[src/hw/hpc_regs.svh]
// Register offsets, field positions, reset values and timing counts
`ifndef HPC_REGS_SVH
`define HPC_REGS_SVH

// APB byte offsets, and the byte store base matched on address bits 11:7
`define HPC_CTRL_OFS   12'h000
`define HPC_STAT_OFS   12'h004
`define HPC_MASK_OFS   12'h008
`define HPC_INFO_OFS   12'h00c
`define HPC_MEM_BASE   5'h01
// Control register fields
`define HPC_CTRL_AMP   0
`define HPC_CTRL_GPO   1
`define HPC_CTRL_DIG   2
`define HPC_CTRL_RST   3'h0
// Event bits in status and mask
`define HPC_EV_WBD     0
`define HPC_EV_FRM     1
`define HPC_EV_HWR     2
`define HPC_EV_RST     3'h0
// Host address that returns and clears the interrupt flag
`define HPC_HIRQ_ADDR  5'h1f
// Power-up reset hold time and clock rate
`define HPC_POR_MS     10
`define HPC_CLK_MHZ    250
`define HPC_POR_CYC    (`HPC_POR_MS * `HPC_CLK_MHZ * 1000)

`endif

[src/hw/hpc_pkg.sv]
// Types shared by the host port block
`default_nettype none
package hpc_pkg;
  // Host bus personality
  typedef enum logic [1:0] {
    PERS_STROBE_PAIR,
    PERS_BUS16,
    PERS_BUS8,
    PERS_RSVD
  } hpc_pers_t;
  // Host port sequencer states
  typedef enum logic [1:0] {HP_IDLE, HP_READ, HP_WRITE} hpc_state_t;
  // Host side pins, sampled together
  typedef struct packed {
    logic       cs_hi;
    logic       cs_lo;
    logic       ds;
    logic       rw;
    logic [4:0] addr;
    logic [7:0] data;
    logic [1:0] tsel;
    logic       rst_n;
  } hpc_pins_t;
  // Decoded access phase
  typedef struct packed {
    logic act;
    logic rd;
  } hpc_acc_t;
endpackage
`default_nettype wire

[src/hw/hpc_top.sv]
// Host port configuration, reset generation and interrupt glue
`include "hpc_regs.svh"
`default_nettype none
module hpc_top #(
  parameter int unsigned POR_CYCLES = `HPC_POR_CYC,
  parameter int unsigned POR_W      = 22,
  parameter int unsigned DEPTH      = 32
) (
  // Clock and reset
  input  wire logic        ref_clk_i,
  input  wire logic        rst_b_i,
  // APB slave
  input  wire logic        psel_i,
  input  wire logic        penable_i,
  input  wire logic        pwrite_i,
  input  wire logic [11:0] paddr_i,
  input  wire logic [31:0] pwdata_i,
  output logic      [31:0] prdata_o,
  output logic             pready_o,
  output logic             pslverr_o,
  output logic             irq_o,
  // Internal event sources
  input  wire logic        wbd_ready_i,
  input  wire logic        dsp_frame_i,
  // Host parallel port pins
  input  wire logic        host_cs_hi_i,
  input  wire logic        host_cs_lo_i,
  input  wire logic        host_data_strobe_i,
  input  wire logic        host_read_write_i,
  input  wire logic [4:0]  host_addr_i,
  input  wire logic [7:0]  host_data_i,
  output logic      [7:0]  host_data_o,
  output logic             host_data_oe_o,
  input  wire logic        host_type_sel0_i,
  input  wire logic        host_type_sel1_i,
  output logic             host_irq_o,
  // Reset and general outputs
  input  wire logic        reset_in_n_i,
  output logic             por_out_hi_o,
  output logic             por_out_lo_o,
  output logic             amp_enable_o,
  output logic             gp_output_o
);

  // Personality from the type-select pair {sel1, sel0}
  function automatic hpc_pkg::hpc_pers_t pers_of(input logic [1:0] ts);
    hpc_pkg::hpc_pers_t p;
    p = hpc_pkg::PERS_RSVD;
    unique case (ts)
      2'b00: p = hpc_pkg::PERS_STROBE_PAIR;
      2'b10: p = hpc_pkg::PERS_BUS16;
      2'b01: p = hpc_pkg::PERS_BUS8;
      2'b11: p = hpc_pkg::PERS_RSVD;
    endcase
    return p;
  endfunction

  // Strobe and direction meaning per personality
  function automatic hpc_pkg::hpc_acc_t acc_of(
    input hpc_pkg::hpc_pers_t p, input logic ds, input logic rw);
    hpc_pkg::hpc_acc_t a;
    a = '0;
    unique case (p)
      hpc_pkg::PERS_STROBE_PAIR: begin
        a.act = ~ds | ~rw;  // Separate read and write strobes, low
        a.rd  = ~ds;
      end
      hpc_pkg::PERS_BUS16: begin
        a.act = ds;         // Enable clock high, rw high reads
        a.rd  = rw;
      end
      hpc_pkg::PERS_BUS8: begin
        a.act = ~ds;        // Data strobe low, rw high reads
        a.rd  = rw;
      end
      hpc_pkg::PERS_RSVD: a = '0;
    endcase
    return a;
  endfunction

  hpc_pkg::hpc_pins_t  pins_raw;
  hpc_pkg::hpc_pins_t  pins_s1;
  hpc_pkg::hpc_pins_t  pins_s2;
  hpc_pkg::hpc_state_t state;
  hpc_pkg::hpc_state_t next_state;
  logic [7:0]          mem [DEPTH];
  logic [4:0]          hp_addr;
  logic [7:0]          hp_wdata;
  logic [2:0]          ctrl;
  logic [2:0]          status;
  logic [2:0]          mask;
  logic                hirq_pend;
  logic [POR_W-1:0]    por_cnt;

  // Pin bundle, all pins pass two flip-flops
  assign pins_raw = '{cs_hi: host_cs_hi_i, cs_lo: host_cs_lo_i,
                      ds: host_data_strobe_i, rw: host_read_write_i,
                      addr: host_addr_i, data: host_data_i,
                      tsel: {host_type_sel1_i, host_type_sel0_i},
                      rst_n: reset_in_n_i};

  always_ff @(posedge ref_clk_i or negedge rst_b_i) begin
    if (!rst_b_i) begin
      pins_s1 <= '0;
      pins_s2 <= '0;
    end else begin
      pins_s1 <= pins_raw;
      pins_s2 <= pins_s1;
    end
  end

  // Host side decode
  wire                     srst   = ~pins_s2.rst_n;
  wire hpc_pkg::hpc_pers_t pers   = pers_of(pins_s2.tsel);
  wire hpc_pkg::hpc_acc_t  acc    = acc_of(pers, pins_s2.ds,
                                           pins_s2.rw);
  wire                     sel    = pins_s2.cs_hi & ~pins_s2.cs_lo;
  wire                     busy   = sel & acc.act;
  wire                     start  = (state == hpc_pkg::HP_IDLE) & busy;
  wire                     wr_end = (state == hpc_pkg::HP_WRITE) & ~busy;
  wire                     hirq_rd = start & acc.rd &
                                     (pins_s2.addr == `HPC_HIRQ_ADDR);
  wire [7:0]               rd_val = (pins_s2.addr == `HPC_HIRQ_ADDR) ?
                                    {7'h00, hirq_pend} :
                                    mem[pins_s2.addr];
  wire                     pol_hi = (pers == hpc_pkg::PERS_STROBE_PAIR);

  // Host sequencer next state
  always_comb begin
    next_state = state;
    unique case (state)
      hpc_pkg::HP_IDLE:
        if (busy) begin
          next_state = acc.rd ? hpc_pkg::HP_READ : hpc_pkg::HP_WRITE;
        end
      hpc_pkg::HP_READ:
        if (!busy) begin
          next_state = hpc_pkg::HP_IDLE;
        end
      hpc_pkg::HP_WRITE:
        if (!busy) begin
          next_state = hpc_pkg::HP_IDLE;
        end
      default: next_state = hpc_pkg::HP_IDLE;
    endcase
  end

  // APB decode
  wire        setup    = psel_i & ~penable_i;
  wire        mem_hit  = (paddr_i[11:7] == `HPC_MEM_BASE);
  wire [4:0]  mem_idx  = paddr_i[6:2];
  wire        hit_ctrl = (paddr_i == `HPC_CTRL_OFS);
  wire        hit_stat = (paddr_i == `HPC_STAT_OFS);
  wire        hit_mask = (paddr_i == `HPC_MASK_OFS);
  wire        hit_info = (paddr_i == `HPC_INFO_OFS);
  wire        mapped   = mem_hit | hit_ctrl | hit_stat | hit_mask | hit_info;
  wire        apb_wr   = psel_i & penable_i & pready_o & pwrite_i & mapped;
  wire [31:0] info_val = {24'h000000, 2'b00, hirq_pend, ~por_out_hi_o,
                          state, pins_s2.tsel};
  wire [31:0] next_prdata =
    mem_hit  ? {24'h000000, mem[mem_idx]} :
    hit_ctrl ? {29'h00000000, ctrl} :
    hit_stat ? {29'h00000000, status} :
    hit_mask ? {29'h00000000, mask} :
    hit_info ? info_val : 32'h00000000;

  // Events: sticky status, host write counts as one
  wire [2:0] events  = {wr_end, dsp_frame_i, wbd_ready_i};
  wire [2:0] w1c     = (apb_wr & hit_stat) ? pwdata_i[2:0] : 3'h0;
  wire       hirq_ev = ctrl[`HPC_CTRL_DIG] ? dsp_frame_i
                                           : wbd_ready_i;

  // APB answer, no wait states
  always_ff @(posedge ref_clk_i or negedge rst_b_i) begin
    if (!rst_b_i) begin
      pready_o  <= 1'b0;
      pslverr_o <= 1'b0;
      prdata_o  <= 32'h00000000;
    end else begin
      pready_o  <= setup;
      pslverr_o <= setup & ~mapped;
      prdata_o  <= setup ? next_prdata : 32'h00000000;
    end
  end

  // Control, status and mask registers
  always_ff @(posedge ref_clk_i or negedge rst_b_i) begin
    if (!rst_b_i) begin
      ctrl   <= `HPC_CTRL_RST;
      status <= `HPC_EV_RST;
      mask   <= `HPC_EV_RST;
    end else if (srst) begin
      ctrl   <= `HPC_CTRL_RST;
      status <= `HPC_EV_RST;
      mask   <= `HPC_EV_RST;
    end else begin
      if (apb_wr && hit_ctrl) begin
        ctrl <= pwdata_i[2:0];
      end
      if (apb_wr && hit_mask) begin
        mask <= pwdata_i[2:0];
      end
      status <= (status & ~w1c) | events;  // Set wins over clear
    end
  end

  // Host sequencer, data bus and interrupt flag
  always_ff @(posedge ref_clk_i or negedge rst_b_i) begin
    if (!rst_b_i) begin
      state          <= hpc_pkg::HP_IDLE;
      hp_addr        <= 5'h00;
      hp_wdata       <= 8'h00;
      host_data_o    <= 8'h00;
      host_data_oe_o <= 1'b0;
      hirq_pend      <= 1'b0;
    end else if (srst) begin
      state          <= hpc_pkg::HP_IDLE;
      host_data_oe_o <= 1'b0;
      hirq_pend      <= 1'b0;
    end else begin
      state          <= next_state;
      host_data_oe_o <= (next_state == hpc_pkg::HP_READ);
      if (start) begin
        hp_addr     <= pins_s2.addr;
        host_data_o <= rd_val;
      end
      if (busy) begin
        hp_wdata <= pins_s2.data;
      end
      hirq_pend <= hirq_ev | (hirq_pend & ~hirq_rd);  // Set wins
    end
  end

  // Byte store, host writes win over APB
  always_ff @(posedge ref_clk_i or negedge rst_b_i) begin
    if (!rst_b_i) begin
      for (int i = 0; i < DEPTH; i++) begin
        mem[i] <= 8'h00;
      end
    end else if (srst) begin
      for (int i = 0; i < DEPTH; i++) begin
        mem[i] <= 8'h00;
      end
    end else if (wr_end && hp_addr != `HPC_HIRQ_ADDR) begin
      mem[hp_addr] <= hp_wdata;
    end else if (apb_wr && mem_hit) begin
      mem[mem_idx] <= pwdata_i[7:0];
    end
  end

  // Power-up reset timer
  wire por_last = (por_cnt == POR_W'(POR_CYCLES - 1));

  always_ff @(posedge ref_clk_i or negedge rst_b_i) begin
    if (!rst_b_i) begin
      por_cnt      <= '0;
      por_out_hi_o <= 1'b1;
      por_out_lo_o <= 1'b0;
    end else if (por_out_hi_o) begin
      por_cnt      <= por_last ? por_cnt : por_cnt + 1'b1;
      por_out_hi_o <= ~por_last;
      por_out_lo_o <= por_last;
    end
  end

  // Output pins from flip-flops
  always_ff @(posedge ref_clk_i or negedge rst_b_i) begin
    if (!rst_b_i) begin
      irq_o        <= 1'b0;
      host_irq_o   <= 1'b0;
      amp_enable_o <= 1'b0;
      gp_output_o  <= 1'b0;
    end else begin
      irq_o        <= |(status & mask);
      host_irq_o   <= pol_hi ? hirq_pend : ~hirq_pend;
      amp_enable_o <= ctrl[`HPC_CTRL_AMP];
      gp_output_o  <= ctrl[`HPC_CTRL_GPO];
    end
  end
endmodule
`default_nettype wire

[config.mk]
export PLATFORM = sky130hd
export DESIGN_NAME = hpc_top
export DESIGN_NICKNAME = d
export VERILOG_FILES = /design/src/hw/hpc_pkg.sv /design/src/hw/hpc_top.sv
export VERILOG_INCLUDE_DIRS = /design/src /design/src/hw
export SDC_FILE = /design/constraint.sdc
export NUM_CORES = 1
export LEC_CHECK = 0
export BUFFER_PORTS_ARGS = -buffer_cell sky130_fd_sc_hd__buf_2
export CORE_UTILIZATION = 35
export CTS_BUF_LIST = sky130_fd_sc_hd__clkbuf_8
export DETAILED_ROUTE_END_ITERATION = 16
export PLACE_DENSITY_LB_ADDON = 0.12
export SETUP_SLACK_MARGIN = 0.4
export SLEW_MARGIN = 20
export SYNTH_ARGS = -nofsm -noshare
export SYNTH_HDL_FRONTEND = slang
export SYNTH_SLANG_ARGS = --single-unit
[constraint.sdc]
create_clock -name ref_clk_i -period 3.55 [get_ports ref_clk_i]
set_clock_uncertainty 0.2 [all_clocks]
set_input_delay 1.065 -clock ref_clk_i [delete_from_list [all_inputs] [get_ports ref_clk_i]]
set_output_delay 1.065 -clock ref_clk_i [all_outputs]
set_load 0.02 [all_outputs]
==> results of run 1 <==
[power groups by stage]
stage                     sequential (mW)  combinational, mW  clock [mW]
after detailed placement             4.63               1.62           0
after global routing                 4.57               1.70        4.83
after CTS                            4.56               1.62        4.64
final                                4.56               1.66        4.54
after global placement               4.63               1.62           0
after floorplan                      4.46              0.815           0
[synthesized netlist by cell type (9+ instances only)]
| cell type | n | area share |
|---|---|---|
| dfrtp_1 | 367 | 0.43 |
| o22ai_1 | 213 | 0.063 |
| mux2_1 | 133 | 0.070 |
| mux4_2 | 123 | 0.13 |
| nand2_1 | 100 | 0.018 |
| clkbuf_1 | 97 | 0.017 |
| mux2_4 | 97 | 0.068 |
| a2bb2o_1 | 50 | 0.023 |
| buf_4 | 37 | 0.013 |
| mux2_2 | 37 | 0.020 |
| buf_2 | 35 | 0.0082 |
| nor2_1 | 35 | 0.0062 |
| mux2i_1 | 34 | 0.016 |
| nor3_1 | 26 | 0.0061 |
| nor2b_1 | 24 | 0.0070 |
| o221a_1 | 20 | 0.011 |
| nor4_1 | 17 | 0.0050 |
| nand3_1 | 16 | 0.0038 |
| a2111oi_0 | 14 | 0.0058 |
| a211oi_1 | 13 | 0.0046 |
| inv_1 | 13 | 0.0023 |
| xor2_1 | 13 | 0.0053 |
| nand4_1 | 12 | 0.0035 |
| nand2b_1 | 11 | 0.0032 |
| o211ai_1 | 11 | 0.0039 |
| o221a_2 | 11 | 0.0058 |
| o21ai_0 | 10 | 0.0023 |
| xnor2_1 | 10 | 0.0041 |
| a22oi_1 | 9 | 0.0032 |
[through the flow]
stage | hold WS [ns] | std cells | total power [mW] | instance area, um2 | util
6_report | 0.140 | 2690 | 10.8 | 24800 | 0.412
2_1_floorplan | 0.131 | 1715 | 5.28 | 21400 | -
5_1_grt | 0.131 | 2686 | 11.1 | 24800 | 0.412
3_5_place_dp | 0.137 | 2555 | 6.25 | 23300 | 0.387
3_3_place_gp | 0.133 | 2555 | 6.24 | 23300 | 0.387
4_1_cts | 0.107 | 2683 | 10.8 | 24800 | 0.412
[layout make-up]
class | instances | area, um2 | area share
Multi-Input combinational cell | 1151 | 11200 | 0.453
Sequential cell | 368 | 9220 | 0.372
Timing Repair Buffer | 239 | 1810 | 0.0728
Antenna cell | 7 | 17.5 | 0.000706
Clock buffer | 88 | 1210 | 0.0488
Tap cell | 782 | 978 | 0.0394
Clock inverter | 40 | 285 | 0.0115
Inverter | 15 | 56.3 | 0.00227
[cell families (layout without fill, tap and decap cells)]
family                   after synthesis  after routing
other                                  1             31
adder cells (fa/ha/maj)                4              4
multiplexers                         424            424
AND/OR/NAND/NOR                      279            279
buffers and inverters                196            382
flip-flops                           368            368
AO/OA/AOI/OAI                        397            397
XOR/XNOR                              23             23
[repair_timing]
action	in CTS	in global routing
pin swaps	0	0
gates resized for setup	1	3
setup endpoints to repair	2	55
hold endpoints to repair	0	0
[cell usage in the layout (no fill, tap or decap), drive strengths merged, types with 7 or more instances in the layout]
master / n
conb: 24
nor3: 26
nor2: 37
o22ai: 213
a211o: 7
o211ai: 11
o21ai: 10
a2bb2o: 50
xnor2: 10
nor4: 18
clkbuf: 88
nand4: 12
a2111oi: 14
nand2: 100
a211oi: 13
dfrtp: 367
inv: 35
xor2: 13
diode: 7
nand3: 16
mux4: 123
mux2i: 34
a22oi: 9
buf: 239
clkinv: 14
mux2: 267
nor2b: 24
o221a: 31
nand2b: 11
o2bb2ai: 7
[registers in the layout, summed over array words and instances (netlist names), 3 cells and up]
register	count
mem	256
por_cnt	22
pins_s1	20
pins_s2	18
host_data_o	8
hp_wdata	8
prdata_o	8
hp_addr	5
ctrl	3
mask	3
status	3
[metal layers]
layer | global-route usage | share of wire | wire length (um) | vias to the layer above
met3 | 0.0693 | 0.089 | 7970 | 224
met5 | 0 | 0 | 0 | -
met4 | 0.157 | 0.059 | 5310 | 0
li1 | - | - | - | 6930
met2 | 0.426 | 0.43 | 38900 | 883
met1 | 0.395 | 0.42 | 37400 | 8953
[worst max-delay path, stage by stage, from the launching register on]
cell	delay (ns)
dfrtp_1	0.48
or4b_4	0.58
o311a_2	0.26
nand3_1	0.36
o221a_1	0.63
mux2_1	0.38
[worst max-delay path by stage]
| stage | slack [ns] | from | to |
|---|---|---|---|
| after floorplan | 0.44 | paddr_i[6] | mem[240] |
| after global placement | 0.03 | paddr_i[2] | prdata_o[2] |
| after detailed placement | 0.09 | paddr_i[2] | prdata_o[2] |
| after CTS | 0.41 | info_val[1] | mem[160] |
| after global routing | 0.45 | info_val[1] | mem[131] |
| final | 0.51 | info_val[1] | mem[131] |
==> flow_summary.json, run 1 <==
{
  "dominantRegCellSynth": "dfrtp_1",
  "rsz0062_at_grt": "no",
  "p_int_mw": 7.27,
  "routed_wl_um": 89600,
  "initial_utilization": 0.354,
  "avgSynthCellArea_um2": 12.6,
  "outcome": "completed",
  "synthArstFlopShare": 1.00,
  "finalNetCount": 1920,
  "core.rowCount": 90,
  "worstPathRequired_ns": 3.90,
  "fp.coreArea_um2": 60200,
  "antenna_found_initial": 6,
  "die_y_um": 249,
  "cts_tree": "yes",
  "grt_pass1_wl_um": 128000,
  "switchingPower_mw": 3.50,
  "drt_first_pass_iters": 5,
  "slew_headroom": 0.209,
  "clock_sinks": 368,
  "pwr-share-seq": 0.424,
  "cts.path.max_buffers": 3,
  "regToRegSetupSlack_ns": 0.51,
  "p_per_area_nw_per_um2": 434,
  "io-pin-count": 120,
  "hpwl_um": 61000,
  "tns_ns": 0,
  "wl_per_cell_um": 33.3,
  "rr_endpoint": "mem[131]",
  "synthSimpleGateAreaFrac": 0.0658,
  "yosysUniqueCellTypes": 71,
  "synthAdderAreaFrac": 0.00235,
  "cp_data_arrival_time_ns": 3.39,
  "reg2reg_depth": 5,
  "port_buffers": 71,
  "die_w_um": 249,
  "ant_nets": 0,
  "min_period_ns": 3.04,
  "overflow": 0,
  "syn_inst": 1692,
  "place_ws_ns": 0.0870,
  "clock_latency_ns": 0.70,
  "finalSetupViolations": 0,
  "synth.area.mux_share": 0.304,
  "cts_buffers": 70,
  "path_class": "register to register",
  "finalCritPeriodShare": 0.856,
  "yosysWarnings": 0,
  "crit_path_start_kind": "register",
  "grt_start_max_net_pins": 68,
  "ir_worst_vdd_mv": 0.265,
  "viasPerCell": 6.32,
  "setup_slack_ns": 0.511,
  "combPwrFrac": 0.154,
  "synth_top_family_by_area": "multiplexers",
  "grt_pass1_vias": 17200,
  "end_kind": "register",
  "clkTransAtPathRegs_ns": 0.06,
  "vias": 17000,
  "swShare": 0.325,
  "leakagePower_nw": 11.2,
  "drc": 0,
  "report.final.slew_viol_count": 0,
  "cts_setup_buffers": 0,
  "synth_edf_count": 0,
  "hold_violations": 0,
  "critPathMaxFanout": 11,
  "gp_congestion": 0.963,
  "htree_num_levels": 3,
  "drive_gt1_frac": 0.337,
  "synth_compound_area_frac": 0.141,
  "p_clk_frac": 0.422,
  "grt_usage": 0.290,
  "syn-cell-area_um2": 21300,
  "ys_ff_latch": 368,
  "hold_path_class": "input pin to asynchronous set/reset pin",
  "area_growth_syn_to_layout_pct": 16.4,
  "synth_xor_area_frac": 0.00945,
  "drv_cap": 0,
  "worstMarginPinSlew_ns": 1.16,
  "r2r-start": "info_val[1]",
  "fmaxAchievable_mhz": 329,
  "cts_root_buffer": "clkbuf_8",
  "nFillCells": 5732,
  "synth-seq-area-share": 0.432,
  "dieArea_um2": 61900,
  "cts_hold_buf": 0,
  "drt_iter0_drc": 1849
}
Power figures use the tool's default switching activity.
==> run 2, diff against run 1 <==
--- a/config.mk
+++ b/config.mk
@@ -7,6 +7,7 @@
 export NUM_CORES = 1
 export LEC_CHECK = 0
 export BUFFER_PORTS_ARGS = -buffer_cell sky130_fd_sc_hd__buf_2
+export CORE_MARGIN = 4
 export CORE_UTILIZATION = 35
 export CTS_BUF_LIST = sky130_fd_sc_hd__clkbuf_8
 export DETAILED_ROUTE_END_ITERATION = 16
==> run 2 against run 1 <==
Flip-flop and latch count stayed put. Largest cell class unchanged. Largest power group unchanged. Highest routed layer is now met5. Non-clock buffer count shrank 2. Register-to-register slack improved by 0.03 ns. Fmax decreased by 3.3%. Cell count shrank 0.11%. Die area is 4.9% higher. Core utilization shrank 0.098 points. Critical endpoint is now prdata_o[5].
==> flow_summary.json, run 2 (synthesis gave the netlist of run 1 again) <==
{
  "regMostFlops": "mem",
  "clock_sinks": 368,
  "cts_root_buffer": "clkbuf_8",
  "worstMarginPinSlew_ns": 0.912,
  "swShare": 0.315,
  "clock_latency_ns": 0.66,
  "path_class": "input pin to register",
  "htree_num_levels": 3,
  "cts_tree": "yes",
  "finalCritPeriodShare": 0.885,
  "outcome": "completed",
  "antenna_found_initial": 3,
  "p_total_mw": 10.7,
  "hold_path_class": "register to register",
  "clkTransAtPathRegs_ns": 0.06,
  "cts_buffers": 71,
  "final_cell_mix": "dfrtp_1 (363), o22ai_1 (213), buf_4 (155)",
  "vias": 16700,
  "io-pin-count": 120,
  "pwr-share-seq": 0.421,
  "reg2reg_depth": 5,
  "cts.path.max_buffers": 3,
  "slew_headroom": 0.388,
  "dieArea_um2": 64900,
  "viasPerCell": 6.21,
  "layout_commonest_cell": "dfrtp_1",
  "grt_pass1_vias": 17100,
  "fmaxAchievable_mhz": 318,
  "combPwrFrac": 0.159,
  "p_int_mw": 7.32,
  "p_clk_frac": 0.419,
  "dp_cells": 2552,
  "switchingPower_mw": 3.37,
  "finalNetCount": 1919,
  "crit_path_start_kind": "input pin",
  "critPathMaxFanout": 7,
  "port_buffers": 71,
  "rr_endpoint": "host_data_o[7]",
  "grt_start_max_net_pins": 63,
  "core.rowCount": 90,
  "cp_data_arrival_time_ns": 3.54,
  "report.final.slew_viol_count": 0,
  "p_per_area_nw_per_um2": 431,
  "routed_wl_um": 85600,
  "regToRegSetupSlack_ns": 0.54,
  "fin_hold_ws_ns": 0.140,
  "grt_pass1_wl_um": 123000,
  "hpwl_um": 60600,
  "instances_no_fill": 2687,
  "top_regs": "mem: 256 flops, por_cnt: 22 flops, pins_s1: 20 flops",
  "die_w_um": 255,
  "tns_ns": 0,
  "hold_violations": 0,
  "gp_congestion": 1.01,
  "die_y_um": 255,
  "rsz0062_at_grt": "no",
  "overflow": 0,
  "largest_reg_flops": 256,
  "wl_per_cell_um": 31.9,
  "worstPathRequired_ns": 3.95,
  "drv_cap": 0,
  "min_period_ns": 3.14,
  "leakagePower_nw": 11.2,
  "end_kind": "register",
  "hp-start": "pins_s1[12]",
  "ir_worst_vdd_mv": 0.303,
  "drt_first_pass_iters": 6,
  "drc": 0,
  "ant_nets": 0,
  "fp.coreArea_um2": 60400,
  "utilization": 0.411,
  "hold_path_end": "pins_s2[12]",
  "r2r-start": "pins_s2[11]",
  "area_growth_syn_to_layout_pct": 16.4,
  "grt_usage": 0.263,
  "drt_iter0_drc": 2019,
  "hold_depth": 0,
  "finalSetupViolations": 0,
  "initial_utilization": 0.353,
  "drive_gt1_frac": 0.337
}
-- run 2: layout make-up --
type | instances | area [um2]
well taps | 782 | 978
inverters | 15 | 56.3
diodes | 3 | 7.51
flip-flops and latches | 368 | 9220
clock buffers | 98 | 1350
clock inverters | 33 | 170
repair buffers | 237 | 1780
multi-input cells | 1151 | 11200
fillers | 5703 | 35600
-- run 2: metrics by stage --
| stage | area [um2] | setup WS, ns |
|---|---|---|
| global route | 24800 | 0.411 |
| CTS | 24800 | 0.414 |
| finish | 24800 | 0.407 |
| floorplan | 21400 | 0.439 |
| detailed placement | 23300 | -0.131 |
| global placement | 23300 | -0.246 |
-- run 2: power by group through the flow --
stage / Sequential [mW] / Combinational, mW / Clock, mW
after floorplan: 4.46 / 0.815 / 0
after global placement: 4.56 / 1.64 / 0
after detailed placement: 4.57 / 1.65 / 0
after CTS: 4.49 / 1.65 / 4.61
after global routing: 4.51 / 1.75 / 4.79
final: 4.50 / 1.70 / 4.48
-- run 2: worst max path at each step --
stage	from	to	slack [ns]
CTS	info_val[1]	mem[22]	0.41
global placement	paddr_i[4]	prdata_o[5]	-0.25
finish	paddr_i[4]	prdata_o[5]	0.41
detailed placement	paddr_i[4]	prdata_o[5]	-0.13
global route	paddr_i[4]	prdata_o[5]	0.41
floorplan	paddr_i[6]	mem[240]	0.44
-- run 2: layer usage --
metal / vias to the layer above / track usage / share of wire / wire length, um
li1: 6920 / - / - / -
met1: 8648 / 0.351 / 0.41 / 35100
met2: 922 / 0.390 / 0.43 / 37100
met3: 186 / 0.0909 / 0.11 / 9280
met4: 4 / 0.117 / 0.047 / 4060
met5: - / 0 / 0.00067 / 57
-- run 2: timing repair --
item | CTS | global route
cloned | 0 | 0
gates resized for setup | 7 | 1
endpoints found under the setup margin | 54 | 182
buffers inserted | 0 | 1
hold buffers | 0 | 0
pin swaps | 0 | 1
-- run 2: critical path: stages --
cell and delay (ns):
buf_2 0.23, inv_1 0.26, buf_4 0.25, mux2i_1 0.12, buf_4 0.15, a211oi_1 0.36, a31oi_1 0.07, buf_4 0.18
a2111oi_0 0.62, buf_4 0.22
